## src/rtl/ach_pkg.sv

```systemverilog
// Shared constants for the async comm controller host control block.
// Assumes a 100 MHz pclk and the 5-bit bit-select map held below.
package ach_pkg;

  // ----------------------------------------------------------------
  // Bus layout
  // ----------------------------------------------------------------
  localparam int DATA_W = 32;
  localparam int ADDR_W = 8;
  // First byte address past the 32 one-bit words
  localparam logic [ADDR_W-1:0] ADDR_LIMIT = 8'h80;
  // Bit select code sits in paddr[6:2]
  localparam int SEL_LO = 2;
  localparam int SEL_HI = 6;

  // ----------------------------------------------------------------
  // Timing
  // ----------------------------------------------------------------
  // Internal clock is pclk divided by three
  localparam int INT_DIV = 3;
  localparam logic [1:0] DIV_LAST = 2'(INT_DIV - 1);
  // Interval step is 64 internal clocks (64 us at 1 MHz)
  localparam int STEP_CLKS = 64;
  localparam logic [5:0] STEP_LAST = 6'(STEP_CLKS - 1);
  localparam logic [7:0] TCNT_ONE = 8'h01;

  // ----------------------------------------------------------------
  // Register widths and final bit codes
  // ----------------------------------------------------------------
  localparam logic [4:0] CHAR_LAST = 5'h07;
  localparam logic [4:0] CTRL_LAST = 5'h07;
  localparam logic [4:0] INTV_LAST = 5'h07;
  localparam logic [4:0] RXR_LAST = 5'h0A;
  localparam logic [4:0] TXR_LAST = 5'h0B;
  localparam int RATE_W = 10;
  localparam int PRE_BIT = 10;
  localparam int CNT_W = 13;
  // Start, eight data bits, stop
  localparam logic [3:0] FRAME_LAST = 4'h9;

  // ----------------------------------------------------------------
  // Bit select codes, write side
  // ----------------------------------------------------------------
  localparam logic [4:0] BIT_LD_TXR = 5'h0B;
  localparam logic [4:0] BIT_LD_RXR = 5'h0C;
  localparam logic [4:0] BIT_LD_INTV = 5'h0D;
  localparam logic [4:0] BIT_LD_CTRL = 5'h0E;
  localparam logic [4:0] BIT_RTS_ON = 5'h10;
  localparam logic [4:0] BIT_EN_RX = 5'h12;
  localparam logic [4:0] BIT_EN_TX = 5'h13;
  localparam logic [4:0] BIT_EN_TIM = 5'h14;
  localparam logic [4:0] BIT_EN_DSC = 5'h15;
  localparam logic [4:0] BIT_RESET = 5'h1F;

  // ----------------------------------------------------------------
  // Bit select codes, read side
  // ----------------------------------------------------------------
  localparam logic [4:0] RD_RX_LOADED = 5'h15;
  localparam logic [4:0] RD_TX_EMPTY = 5'h16;
  localparam logic [4:0] RD_ELAPSED = 5'h17;
  localparam logic [4:0] RD_OVERRUN = 5'h18;
  localparam logic [4:0] RD_CTS = 5'h19;
  localparam logic [4:0] RD_DSR = 5'h1A;
  localparam logic [4:0] RD_DSC = 5'h1B;
  localparam logic [4:0] RD_RTS_ACT = 5'h1C;
  localparam logic [4:0] RD_INT = 5'h1F;

endpackage

```

## src/rtl/ach_tx_if.sv

```systemverilog
// Link between the control block and its character serializer.
// Assumes both ends run on the same pclk.
`timescale 1ns/1ps
`default_nettype none
interface ach_tx_if;
  logic [7:0] chr;     // Buffered character
  logic full;          // Buffer holds a character
  logic go;            // Transmitter on and clear to send
  logic init;          // Soft reset pulse
  logic tick;          // Internal clock enable
  logic [11:0] rate;   // Transmit rate register
  logic taken;         // Character moved into shifter
  logic busy;          // Frame in progress
  logic dout;          // Serial line level
  modport ctl (output chr, full, go, init, tick, rate,
               input taken, busy, dout);
  modport ser (input chr, full, go, init, tick, rate,
               output taken, busy, dout);
endinterface
`default_nettype wire

```

## src/rtl/ach_host_ctl.sv

```systemverilog
// Host control of an async serial controller, one bit per bus word.
// Assumes an APB master on pclk and modem pins from outside.
//
// Contract
// - Reset command: interrupts off, load flags set
// - Final register bit clears its load flag
// - Internal clock is input clock over three
// - Interval counts 64 microsecond steps
// - Timer interrupt each interval when enabled
// - Load order control, interval, rx, tx rate
// - Tx rate with rx flag loads both
// - Request-to-send bit turns transmitter on
// - No shifting until clear-to-send active
// - Transmitter stays on until last character sent
// - Host polls empty; char write clears it
// - Set load flag then write to reload
// - Writes go to register while flag set
// - Timer reloads at zero, flags elapsed/overrun
// - Low interrupt on any enabled condition
// - Enable write clears pending condition (a transmit enable write leaves tx_empty set)
// - Five-bit code selects one bit
`timescale 1ns/1ps
`default_nettype none
module ach_host_ctl
  import ach_pkg::*;
(
  // Clock and reset
  input wire logic pclk,
  input wire logic presetn,
  // APB slave
  input wire logic psel,
  input wire logic penable,
  input wire logic pwrite,
  input wire logic [ADDR_W-1:0] paddr,
  input wire logic [DATA_W-1:0] pwdata,
  output logic [DATA_W-1:0] prdata,
  output logic pready,
  output logic pslverr,
  // Modem pins, active low
  input wire logic cts_n,
  input wire logic dsr_n,
  output logic rts_n,
  output logic irq_n,
  // Serial output
  output logic tx_out,
  // Characters from the receiver
  input wire logic [7:0] rx_char,
  input wire logic rx_strobe
);

  // ------------------------------------------------------------
  // State
  // ------------------------------------------------------------
  typedef struct packed {
    logic pready;         // Access phase answer
    logic pslverr;        // Unmapped address
    logic rd_bit;         // Read bit for this access
    logic ld_ctrl, ld_intv, ld_rxr, ld_txr; // Load flags, in load order
    logic [7:0] ctrl;     // Control register
    logic [7:0] intv;     // Interval register
    logic [10:0] rxr;     // rx_rate_register
    logic [11:0] txr;     // tx_rate_register
    logic [7:0] tx_buf;   // Transmit buffer
    logic tx_empty;       // tx_buffer_empty
    logic [7:0] rx_buf;   // Receive buffer
    logic rx_loaded;      // rx_buffer_loaded
    logic en_rx, en_tx, en_tim, en_dsc; // Interrupt enables
    logic rts_on;         // request_to_send_on
    logic rts_act;        // Transmitter active
    logic rts_n, irq_n;   // Pin copies
    logic [1:0] div;      // Divide by three
    logic tick;           // Internal clock enable
    logic [5:0] step;     // 64-clock step counter
    logic [7:0] tcnt;     // Interval down counter
    logic elapsed, overrun; // Timer elapsed and overrun flags
    logic init;           // Soft reset to serializer
    logic [2:0] cts_s, dsr_s; // Pin synchronisers
    logic cts_q, dsr_q;   // Settled pin levels
    logic dsc;            // Modem status changed
  } ach_top_s;

  ach_top_s q;
  ach_top_s n;

  // ------------------------------------------------------------
  // Decode
  // ------------------------------------------------------------
  logic setup;            // Setup phase of a transfer
  logic acc;              // Access phase being completed
  logic wr_ok;            // Write takes effect this edge
  logic [4:0] code;       // bit_select_code
  logic v;                // Written bit value
  logic any_ld;           // Some load flag set

  assign code = paddr[SEL_HI:SEL_LO];
  assign v = pwdata[0];
  assign setup = psel && !penable;
  assign acc = psel && penable && q.pready;
  assign wr_ok = acc && pwrite && !q.pslverr;
  assign any_ld = q.ld_ctrl || q.ld_intv || q.ld_rxr || q.ld_txr;

  ach_tx_if txl ();

  ach_tx_serializer u_ser (
    .pclk(pclk),
    .presetn(presetn),
    .tx(txl.ser)
  );

  assign txl.chr = q.tx_buf;
  assign txl.full = !q.tx_empty;
  assign txl.go = q.rts_act && !q.cts_q;
  assign txl.init = q.init;
  assign txl.tick = q.tick;
  assign txl.rate = q.txr;

  // ------------------------------------------------------------
  // Next state
  // ------------------------------------------------------------
  always_comb begin
    n = q;
    n.init = 1'b0;
    n.pready = setup;
    n.pslverr = setup && (paddr >= ADDR_LIMIT);

    // Read bit is picked in setup, held through access
    n.rd_bit = 1'b0;
    if (setup && !(paddr >= ADDR_LIMIT)) begin
      if (code <= CHAR_LAST) begin
        n.rd_bit = q.rx_buf[code[2:0]];
      end else begin
        case (code)
          BIT_LD_TXR: n.rd_bit = q.ld_txr;
          BIT_LD_RXR: n.rd_bit = q.ld_rxr;
          BIT_LD_INTV: n.rd_bit = q.ld_intv;
          BIT_LD_CTRL: n.rd_bit = q.ld_ctrl;
          BIT_RTS_ON: n.rd_bit = q.rts_on;
          RD_RX_LOADED: n.rd_bit = q.rx_loaded;
          RD_TX_EMPTY: n.rd_bit = q.tx_empty;
          RD_ELAPSED: n.rd_bit = q.elapsed;
          RD_OVERRUN: n.rd_bit = q.overrun;
          RD_CTS: n.rd_bit = !q.cts_q;
          RD_DSR: n.rd_bit = !q.dsr_q;
          RD_DSC: n.rd_bit = q.dsc;
          RD_RTS_ACT: n.rd_bit = q.rts_act;
          RD_INT: n.rd_bit = !q.irq_n;
          default: n.rd_bit = 1'b0;
        endcase
      end
    end

    n.tick = (q.div == DIV_LAST);
    n.div = n.tick ? 2'h0 : q.div + 2'h1;

    if (q.tick) begin
      n.step = q.step + 6'h01;
      if (q.step == STEP_LAST) begin
        if (q.tcnt <= TCNT_ONE) begin
          n.tcnt = q.intv;
          if (q.elapsed) begin
            n.overrun = 1'b1;
          end else begin
            n.elapsed = 1'b1;
          end
        end else begin
          n.tcnt = q.tcnt - 8'h01;
        end
      end
    end

    // Bus write; hardware sets below win over its clears
    if (wr_ok) begin
      if (code == BIT_RESET) begin
        if (v) begin
          {n.ld_ctrl, n.ld_intv, n.ld_rxr, n.ld_txr} = 4'hF;
          {n.en_rx, n.en_tx, n.en_tim, n.en_dsc} = 4'h0;
          {n.elapsed, n.overrun, n.rx_loaded, n.dsc} = 4'h0;
          n.tx_empty = 1'b1;
          n.rts_on = 1'b0;
          n.step = '0;
          n.init = 1'b1;
        end
      end else if (any_ld && code <= TXR_LAST) begin
        // steer to register; order by priority
        if (q.ld_ctrl) begin
          if (code <= CTRL_LAST) begin
            n.ctrl[code[2:0]] = v;
          end
          if (code == CTRL_LAST) begin
            n.ld_ctrl = 1'b0;
          end
        end else if (q.ld_intv) begin
          if (code <= INTV_LAST) begin
            n.intv[code[2:0]] = v;
          end
          if (code == INTV_LAST) begin
            n.ld_intv = 1'b0;
            n.tcnt = n.intv;
            n.step = '0;
          end
        end else begin
          // Both rate registers take the bit while both flags set
          if (q.ld_rxr && code <= RXR_LAST) begin
            n.rxr[code[3:0]] = v;
          end
          if (q.ld_txr) begin
            n.txr[code[3:0]] = v;
          end
          // rx flag ends at bit 10, tx flag at bit 11
          if (code == RXR_LAST) begin
            n.ld_rxr = 1'b0;
          end
          if (code == TXR_LAST) begin
            n.ld_txr = 1'b0;
          end
        end
      end else begin
        case (code)
          BIT_LD_TXR: n.ld_txr = v;
          BIT_LD_RXR: n.ld_rxr = v;
          BIT_LD_INTV: n.ld_intv = v;
          BIT_LD_CTRL: n.ld_ctrl = v;
          BIT_RTS_ON: n.rts_on = v;
          BIT_EN_RX: begin
            n.en_rx = v;
            n.rx_loaded = 1'b0;
          end
          BIT_EN_TX: n.en_tx = v;
          BIT_EN_TIM: begin
            n.en_tim = v;
            // A fresh timer event in this cycle beats the clear
            n.elapsed = n.elapsed && !q.elapsed;
          end
          BIT_EN_DSC: begin
            n.en_dsc = v;
            n.dsc = 1'b0;
          end
          default: begin
            if (code <= CHAR_LAST) begin
              n.tx_buf[code[2:0]] = v;
              if (code == CHAR_LAST) begin
                n.tx_empty = 1'b0;
              end
            end
          end
        endcase
      end
    end

    // Serializer took the character
    if (txl.taken) begin
      n.tx_empty = 1'b1;
    end

    if (rx_strobe) begin
      n.rx_buf = rx_char;
      n.rx_loaded = 1'b1;
    end

    // Pin level counts once second and third flops agree
    n.cts_s = {q.cts_s[1:0], cts_n};
    n.dsr_s = {q.dsr_s[1:0], dsr_n};
    if (q.cts_s[1] == q.cts_s[2]) begin
      n.cts_q = q.cts_s[2];
    end
    if (q.dsr_s[1] == q.dsr_s[2]) begin
      n.dsr_q = q.dsr_s[2];
    end
    if (n.cts_q != q.cts_q || n.dsr_q != q.dsr_q) begin
      n.dsc = 1'b1;
    end

    // stay active until the last character is out
    n.rts_act = n.rts_on ||
                (q.rts_act && (txl.busy || !n.tx_empty));
    n.rts_n = !n.rts_act;

    n.irq_n = !((n.dsc && n.en_dsc) || (n.rx_loaded && n.en_rx) ||
                (n.tx_empty && n.en_tx) ||
                (n.elapsed && n.en_tim));
  end

  // ------------------------------------------------------------
  // State register
  // ------------------------------------------------------------
  always_ff @(posedge pclk or negedge presetn) begin
    if (!presetn) begin
      q <= '0;
      {q.ld_ctrl, q.ld_intv, q.ld_rxr, q.ld_txr} <= 4'hF;
      {q.tx_empty, q.rts_n, q.irq_n} <= 3'h7;
      {q.cts_s, q.dsr_s} <= 6'h3F;
      {q.cts_q, q.dsr_q} <= 2'h3;
    end else begin
      q <= n;
    end
  end

  // Outputs straight from flops
  assign prdata = {{(DATA_W-1){1'b0}}, q.rd_bit};
  assign pready = q.pready;
  assign pslverr = q.pslverr;
  assign rts_n = q.rts_n;
  assign irq_n = q.irq_n;
  assign tx_out = txl.dout;
endmodule // ach_host_ctl
`default_nettype wire

```

## src/rtl/ach_tx_serializer.sv

```systemverilog
// Character serializer: start bit, eight data bits LSB first, stop.
// Assumes tick pulses once per internal clock from the control block.
`timescale 1ns/1ps
`default_nettype none
module ach_tx_serializer
  import ach_pkg::*;
(
  // Clock and reset
  input wire logic pclk,
  input wire logic presetn,
  // Control side
  ach_tx_if.ser tx
);

  // ------------------------------------------------------------
  // State
  // ------------------------------------------------------------
  typedef struct packed {
    logic busy;              // Frame in progress
    logic taken;             // One-cycle take pulse
    logic dout;              // Line level
    logic half;              // Second half of a bit
    logic [3:0] bitn;        // Bits already sent
    logic [9:0] shr;         // Frame shifter
    logic [CNT_W-1:0] rcnt;  // Half-bit counter
  } ach_ser_s;

  ach_ser_s q;
  ach_ser_s n;
  logic [CNT_W-1:0] lim;     // Internal clocks per half bit

  // Half bit = optional prescale of eight times the rate count
  // rate divider
  assign lim = tx.rate[PRE_BIT] ? {tx.rate[RATE_W-1:0], 3'h0}
                                : {3'h0, tx.rate[RATE_W-1:0]};

  // Next state
  always_comb begin
    n = q;
    n.taken = 1'b0;
    if (tx.init) begin
      // Soft reset drops any frame at once
      n.busy = 1'b0;
      n.half = 1'b0;
      n.rcnt = '0;
    end else if (!q.busy) begin
      if (tx.full && tx.go) begin
        n.busy = 1'b1;
        n.taken = 1'b1;
        n.shr = {1'b1, tx.chr, 1'b0};
        n.bitn = '0;
        n.half = 1'b0;
        n.rcnt = '0;
      end
    end else if (tx.tick) begin
      // Two half bits make one bit
      if ((q.rcnt + 13'h0001) >= lim) begin
        n.rcnt = '0;
        n.half = !q.half;
        if (q.half) begin
          n.shr = {1'b1, q.shr[9:1]};
          n.bitn = q.bitn + 4'h1;
          if (q.bitn == FRAME_LAST) begin
            n.busy = 1'b0;
          end
        end
      end else begin
        n.rcnt = q.rcnt + 13'h0001;
      end
    end
    // Line idles high between frames
    n.dout = n.busy ? n.shr[0] : 1'b1;
  end

  // State register
  always_ff @(posedge pclk or negedge presetn) begin
    if (!presetn) begin
      q <= '0;
      q.dout <= 1'b1;
    end else begin
      q <= n;
    end
  end

  assign tx.taken = q.taken;
  assign tx.busy = q.busy;
  assign tx.dout = q.dout;
endmodule // ach_tx_serializer
`default_nettype wire

```

## config.mk

```make
export PLATFORM = sky130hd
export DESIGN_NAME = ach_host_ctl
export DESIGN_NICKNAME = d
export VERILOG_FILES = /design/src/rtl/ach_pkg.sv /design/src/rtl/ach_tx_if.sv /design/src/rtl/ach_host_ctl.sv /design/src/rtl/ach_tx_serializer.sv
export SDC_FILE = /design/constraint.sdc
export NUM_CORES = 1
export LEC_CHECK = 0
export BUFFER_PORTS_ARGS = -buffer_cell sky130_fd_sc_hd__buf_2
export CORE_ASPECT_RATIO = 0.9
export CORE_MARGIN = 2
export CORE_UTILIZATION = 50
export DETAILED_ROUTE_END_ITERATION = 16
export PLACE_DENSITY = 0.74
export SLEW_MARGIN = 20
export SYNTH_ARGS = -nofsm -noshare
export SYNTH_HDL_FRONTEND = slang
export SYNTH_HIERARCHICAL = 1
export SYNTH_SLANG_ARGS = --single-unit
```

## constraint.sdc

```tcl
create_clock -name pclk -period 3.5 [get_ports pclk]
set_input_delay 0.7 -clock pclk [delete_from_list [all_inputs] [get_ports pclk]]
set_output_delay 0.7 -clock pclk [all_outputs]
set_load 0.1 [all_outputs]
```

### After elaboration in Yosys (flattened, before gate mapping)

Cells that the tools add are included.

* register bits after elaboration: 113
* output and inout bits: 37

* $add $sub $neg: 5
* order comparisons: 9
* equality and inequality tests: 35
* muxes and demuxes: 92
* bitwise gates (word level): 6
* reductions and logical operators: 56

Operators by type and width (count)
* 2-to-1 mux 28 bit: 3
* 2-to-1 mux 14 bit: 5
* == test 5 bit, second input constant: 13
* 2-to-1 mux 1 bit: 47
* 2-to-1 mux 13 bit: 3
* 2-to-1 mux 6 bit: 6
* 2-to-1 mux 9 bit: 3
* == test 5 x 4 -> 1 bit, second input constant: 5
* 2-to-1 mux 8 bit: 3
* AND reduction 5 bit: 4
* logical AND 1 bit: 18
* 2-to-1 mux 17 bit: 1
* bitwise mux 8 bit: 2
* 2-to-1 mux 16 bit: 1
* 2-to-1 mux 15 bit: 1
* one-hot mux 1 bit (14 select lines): 1
* adder 13 x 1 -> 13 bit, second input constant: 1
* greater-or-equal comparator 13 bit: 1
* bitwise mux 12 bit: 1
* zero test 1 bit: 12
* 2-to-1 mux 2 bit: 6
* 2-to-1 mux 4 bit: 3
* inequality test 3 bit, second input constant: 4
* AND reduction 6 bit: 2
* other kinds (33): 57

### Longest topological paths before layout

* depth in word-level cells: 16
* depth in mapped cells: 14
* mapped depth without buffers: 13

### Modules after synthesis

The synthesis kept the hierarchy.

Modules (own cells, without submodules)
* ach_host_ctl: times used 1, cells each 457, area each 4511.8 um2
* ach_tx_serializer: times used 1, cells each 204, area each 2118.3 um2

### Least setup slack after synthesis

Ideal clock, no wire load.

* path kind: reg2reg
* start point: register u_ser/q[0] in the netlist's numbering
* end point: register u_ser/q[14] in the netlist's numbering
* setup time: 0.125 ns
* arrival: 3.124 ns
* path slack: 0.251 ns
* stages on the path, launching flop included: 15
* clock period less this slack: 3.249 ns
* cell sequence: dfrtp_1 -> ha_1 -> nand2_1 -> nor3_2 -> and3_1 -> nand3_1 -> xnor2_1 -> ha_1 -> nand4_1 -> nor3_1 -> or3_4 -> o21ai_2 -> a21oi_2 -> buf_6 -> mux2_4

* longest elaborated chain between the ends: 4

RTL lines
* from (decl): RTL line ach_tx_serializer.sv:28 `ach_ser_s q;`
* from (signal assigned): RTL line ach_tx_serializer.sv:81 `q <= n;`
* adder 13 x 1 -> 13 bit: RTL line ach_tx_serializer.sv:57 `if ((q.rcnt + 13'h0001) >= lim) begin`
* greater-or-equal comparator 13 bit: RTL line ach_tx_serializer.sv:57
* inequality test 2 bit (no source line)
* AND reduction 5 bit (no source line)

No other way between the ends.
A chain may end at the register's enable or synchronous reset.

### Final worst setup path

* start point: register u_ser/q[4] in the netlist's numbering
* end point: register u_ser/q[18] in the netlist's numbering

Same word-level chain as after synthesis.

==> results <==
- The run finished with clean final reports.
- Relative to the synthesized area, the layout overhead comes to 8.77%.
- The total number of vias is 4987.
- At the worst endpoint, the arrival time is 3.63 ns.
- Setup violations remaining at the end of the flow were counted as 0.
- The fraction of final layout cells sized beyond drive strength 1 is 0.226.
- The final layout contains routed wiring with a total length of 14000 um.
- Registers take 2830 um^2.
- Overall power consumption after layout is estimated at 3.26 mW.
- The post-synthesis instance total is 658.
- The synthesized netlist occupies a cell area of 6590 um^2.
- The reported leakage power is 3.13 nW.
- Timing would allow up to 0.295 GHz.
- The average wire per standard cell is 16.4 um.
- Entering global routing, the biggest net connects 62 pins.
- In this run the worst path has a maximum fanout of 11.
- In the final layout, the multi-input gates occupy 3440 um^2.
- The yosys synthesis warning count is 6.
- The number of buffer and inverter instances along the worst setup path is 1.
- The transition time at the pin with the least slew margin is 1.01 ns.
- The number of placement rows is 39.
- The root buffer selected by CTS is sky130_fd_sc_hd__clkbuf_16.
- TritonCTS created 9 clock buffers.
- For this design, the CTS-stage hold fixing added 0 buffers.
- The largest vdd supply drop is 0.322 mV.
- The startpoint class of the critical path is a register.
- After synthesis, the mean cell area works out to 10.0 um^2.
- The power density over the cells is 455 nW/um^2.
- The final hold violation count came to 0.
- The pre-antenna-repair detailed-routing pass consisted of 5 iterations.
- At the later pin of the worst-skew pair, clock insertion delay measures 0.35 ns.
- The core area is 12800 um^2.
- The element type at the critical path end is a register.
- Walking the worst path, the cells encountered are nand3_4 > nor3_4 > and3_2 > nand3_1 > xnor2_1 > ha_1 > nand4_1 > a2111oi_4 > a21o_1 > o21ai_4 > a21oi_2 > buf_12 > mux2_2.
- Counting the fill cells in the layout gives 1091.
- The via count of the first global-routing pass is 4767.
- In this run the count of I/O pins placed on the die edge is 93.
- The worst pin sits at a relative slew slack of 0.326.
- After the last flow step, the layout net total stands at 760.
- Clock-pin slew was measured on the worst setup and hold paths at 0.07 ns.
- The die extent in y is 113 um.
- Between clock sinks in the finished design, the worst skew comes to 0.0110 ns.
- The repair_antennas step left the layout with diodes totalling 0.
- The minimum clock period after layout is 3.39 ns.
- The detailed router finished its first iteration with 467 violations.
- The data required time of the critical path is 3.73 ns.
- The max-capacitance violation count is 0.
- The HPWL after detailed placement is 9760 um.
- The critical path class is register to register.
- The placed instance count is 834.
- The die boundary width is 125 um.
- The TritonCTS clock tree is done.
- The remaining number of nets flagged by the antenna check after routing is 0.
- The initial standard-cell utilization of the core is 0.515.
- The first global-routing pass estimated 23500 um of wire.
- In the detailed route, the total length drawn on met2 is 6340 um.
- The detailed router used layers up to and including met4.
- The via-per-instance ratio is 5.84.
- The total clock sinks is 112.
- The hold slack is 0.358 ns.
- After detailed routing, the met3 layer carries 644 um of wire.
- Routability-driven placement finished with a final weighted congestion of 0.925.
- Broken down by cell family, the worst path's largest delay share belongs to simple AND/OR/NAND/NOR gates.
- The global-route congestion overflow total is 0.
- The path class of the tightest hold or removal check is register to register.
- The die covers 14100 um^2.
- Of the available clock period, the critical path in the final layout requires 0.970.
- The initial antenna violation count is 0.
- The number of max-slew violations in the final report came to 0.
- CTS built an H-tree with a depth of 3.
- For this design, the slowest cell found on the critical path is sky130_fd_sc_hd__dfrtp_1.
- The maximum buffer depth of the clock tree is 2.
- After detailed routing, the wire length on met1 is 6720 um.
- In this run the tool buffered the top-level ports with 28 buffer cells.
- Across every metal layer, demand over resource in global routing totals 0.202.
- The final routed DRC violation total is 0.
- In this design, the stage delay of the slowest critical-path cell is 0.44 ns.
- The count of non-filler cells in the finished layout is 854.
[layout by cell type (no fill, tap or decap), types with 4 or more instances in the layout]
master	n
sky130_fd_sc_hd__dfrtp_1	93
sky130_fd_sc_hd__nor2_1	57
sky130_fd_sc_hd__nand2_1	51
sky130_fd_sc_hd__mux2_2	39
sky130_fd_sc_hd__o21ai_0	32
sky130_fd_sc_hd__conb_1	31
sky130_fd_sc_hd__buf_2	27
sky130_fd_sc_hd__a21oi_1	24
sky130_fd_sc_hd__inv_1	21
sky130_fd_sc_hd__ha_1	19
sky130_fd_sc_hd__buf_4	18
sky130_fd_sc_hd__nand3_1	17
sky130_fd_sc_hd__dfstp_2	16
sky130_fd_sc_hd__nor3_1	15
sky130_fd_sc_hd__mux2i_1	15
sky130_fd_sc_hd__nor2b_1	13
sky130_fd_sc_hd__a22o_1	13
sky130_fd_sc_hd__nor4_1	12
sky130_fd_sc_hd__a21o_1	11
sky130_fd_sc_hd__nand4_1	9
sky130_fd_sc_hd__xor2_1	9
sky130_fd_sc_hd__xnor2_1	9
sky130_fd_sc_hd__clkbuf_16	9
sky130_fd_sc_hd__nand2b_1	8
sky130_fd_sc_hd__o22ai_1	8
sky130_fd_sc_hd__mux2_4	7
sky130_fd_sc_hd__a211oi_1	5
sky130_fd_sc_hd__nor3b_1	5
sky130_fd_sc_hd__o211ai_1	4
sky130_fd_sc_hd__or3_1	4
sky130_fd_sc_hd__or2_2	4
sky130_fd_sc_hd__and3_1	4
[final cells by class]
class	count	area share
Clock buffer	11	0.0339
Timing Repair Buffer	47	0.0433
Clock inverter	5	0.00890
Inverter	21	0.0110
Tap cell	164	0.0286
Multi-Input combinational cell	494	0.480
Sequential cell	112	0.394
[registers in the layout, indices dropped and copies added (netlist names), 4 cells and up]
signal    flops
n             4
q            51
txl.chr       8
txl.rate     11
u_ser/q      28
[worst reg2reg max path, stage by stage (launching register included)]
cell	delay [ns]
sky130_fd_sc_hd__dfrtp_1	0.44
sky130_fd_sc_hd__nand3_4	0.14
sky130_fd_sc_hd__nor3_4	0.23
sky130_fd_sc_hd__and3_2	0.25
sky130_fd_sc_hd__nand3_1	0.14
sky130_fd_sc_hd__xnor2_1	0.17
sky130_fd_sc_hd__ha_1	0.30
sky130_fd_sc_hd__nand4_1	0.19
sky130_fd_sc_hd__a2111oi_4	0.44
sky130_fd_sc_hd__a21o_1	0.24
sky130_fd_sc_hd__o21ai_4	0.07
sky130_fd_sc_hd__a21oi_2	0.18
sky130_fd_sc_hd__buf_12	0.16
sky130_fd_sc_hd__mux2_2	0.33
[per-layer routing]
metal	GRT usage	up-vias
met2	0.314	146
met3	0.0416	20
li1	-	2374
met4	0.0652	0
met5	0	-
met1	0.286	2447
[path summary, 6_finish.rpt]
check,start,to,slack [ns],cells past startpoint
worst min register to register,n[4],n[5],0.36,0
min in group asynchronous,presetn,q[33],0.43,1
worst max-delay path,u_ser/q[4],u_ser/q[18],0.11,13
max in group asynchronous,presetn,u_ser/tx.dout,2.27,2
worst max register to register,u_ser/q[4],u_ser/q[18],0.11,13
worst min-delay path,n[4],n[5],0.36,0
[stage by stage]
| step | util | cell area [um^2] | setup TNS, ns | setup slack (ns) |
|---|---|---|---|---|
| 2_1_floorplan | - | 6700 | 0 | 0.251 |
| 3_3_place_gp | 0.532 | 6800 | 0 | 0.207 |
| 3_5_place_dp | 0.532 | 6800 | 0 | 0.110 |
| 4_1_cts | 0.556 | 7110 | 0 | 0.0761 |
| 5_1_grt | 0.561 | 7170 | -0.0957 | -0.0396 |
| 6_report | 0.561 | 7170 | 0 | 0.106 |
[repair_timing]
action | 4_1_cts | 5_1_grt
buffers inserted | 0 | 4
endpoints found under the setup margin | 0 | 11
gates resized for setup | 0 | 7
[power by group]
group          switching, mW  internal (mW)
logic                  0.446          0.227
clock network          0.472          0.582
registers              0.105           1.43
total                   1.02           2.24
No activity file was read; power rests on OpenSTA's default activity.
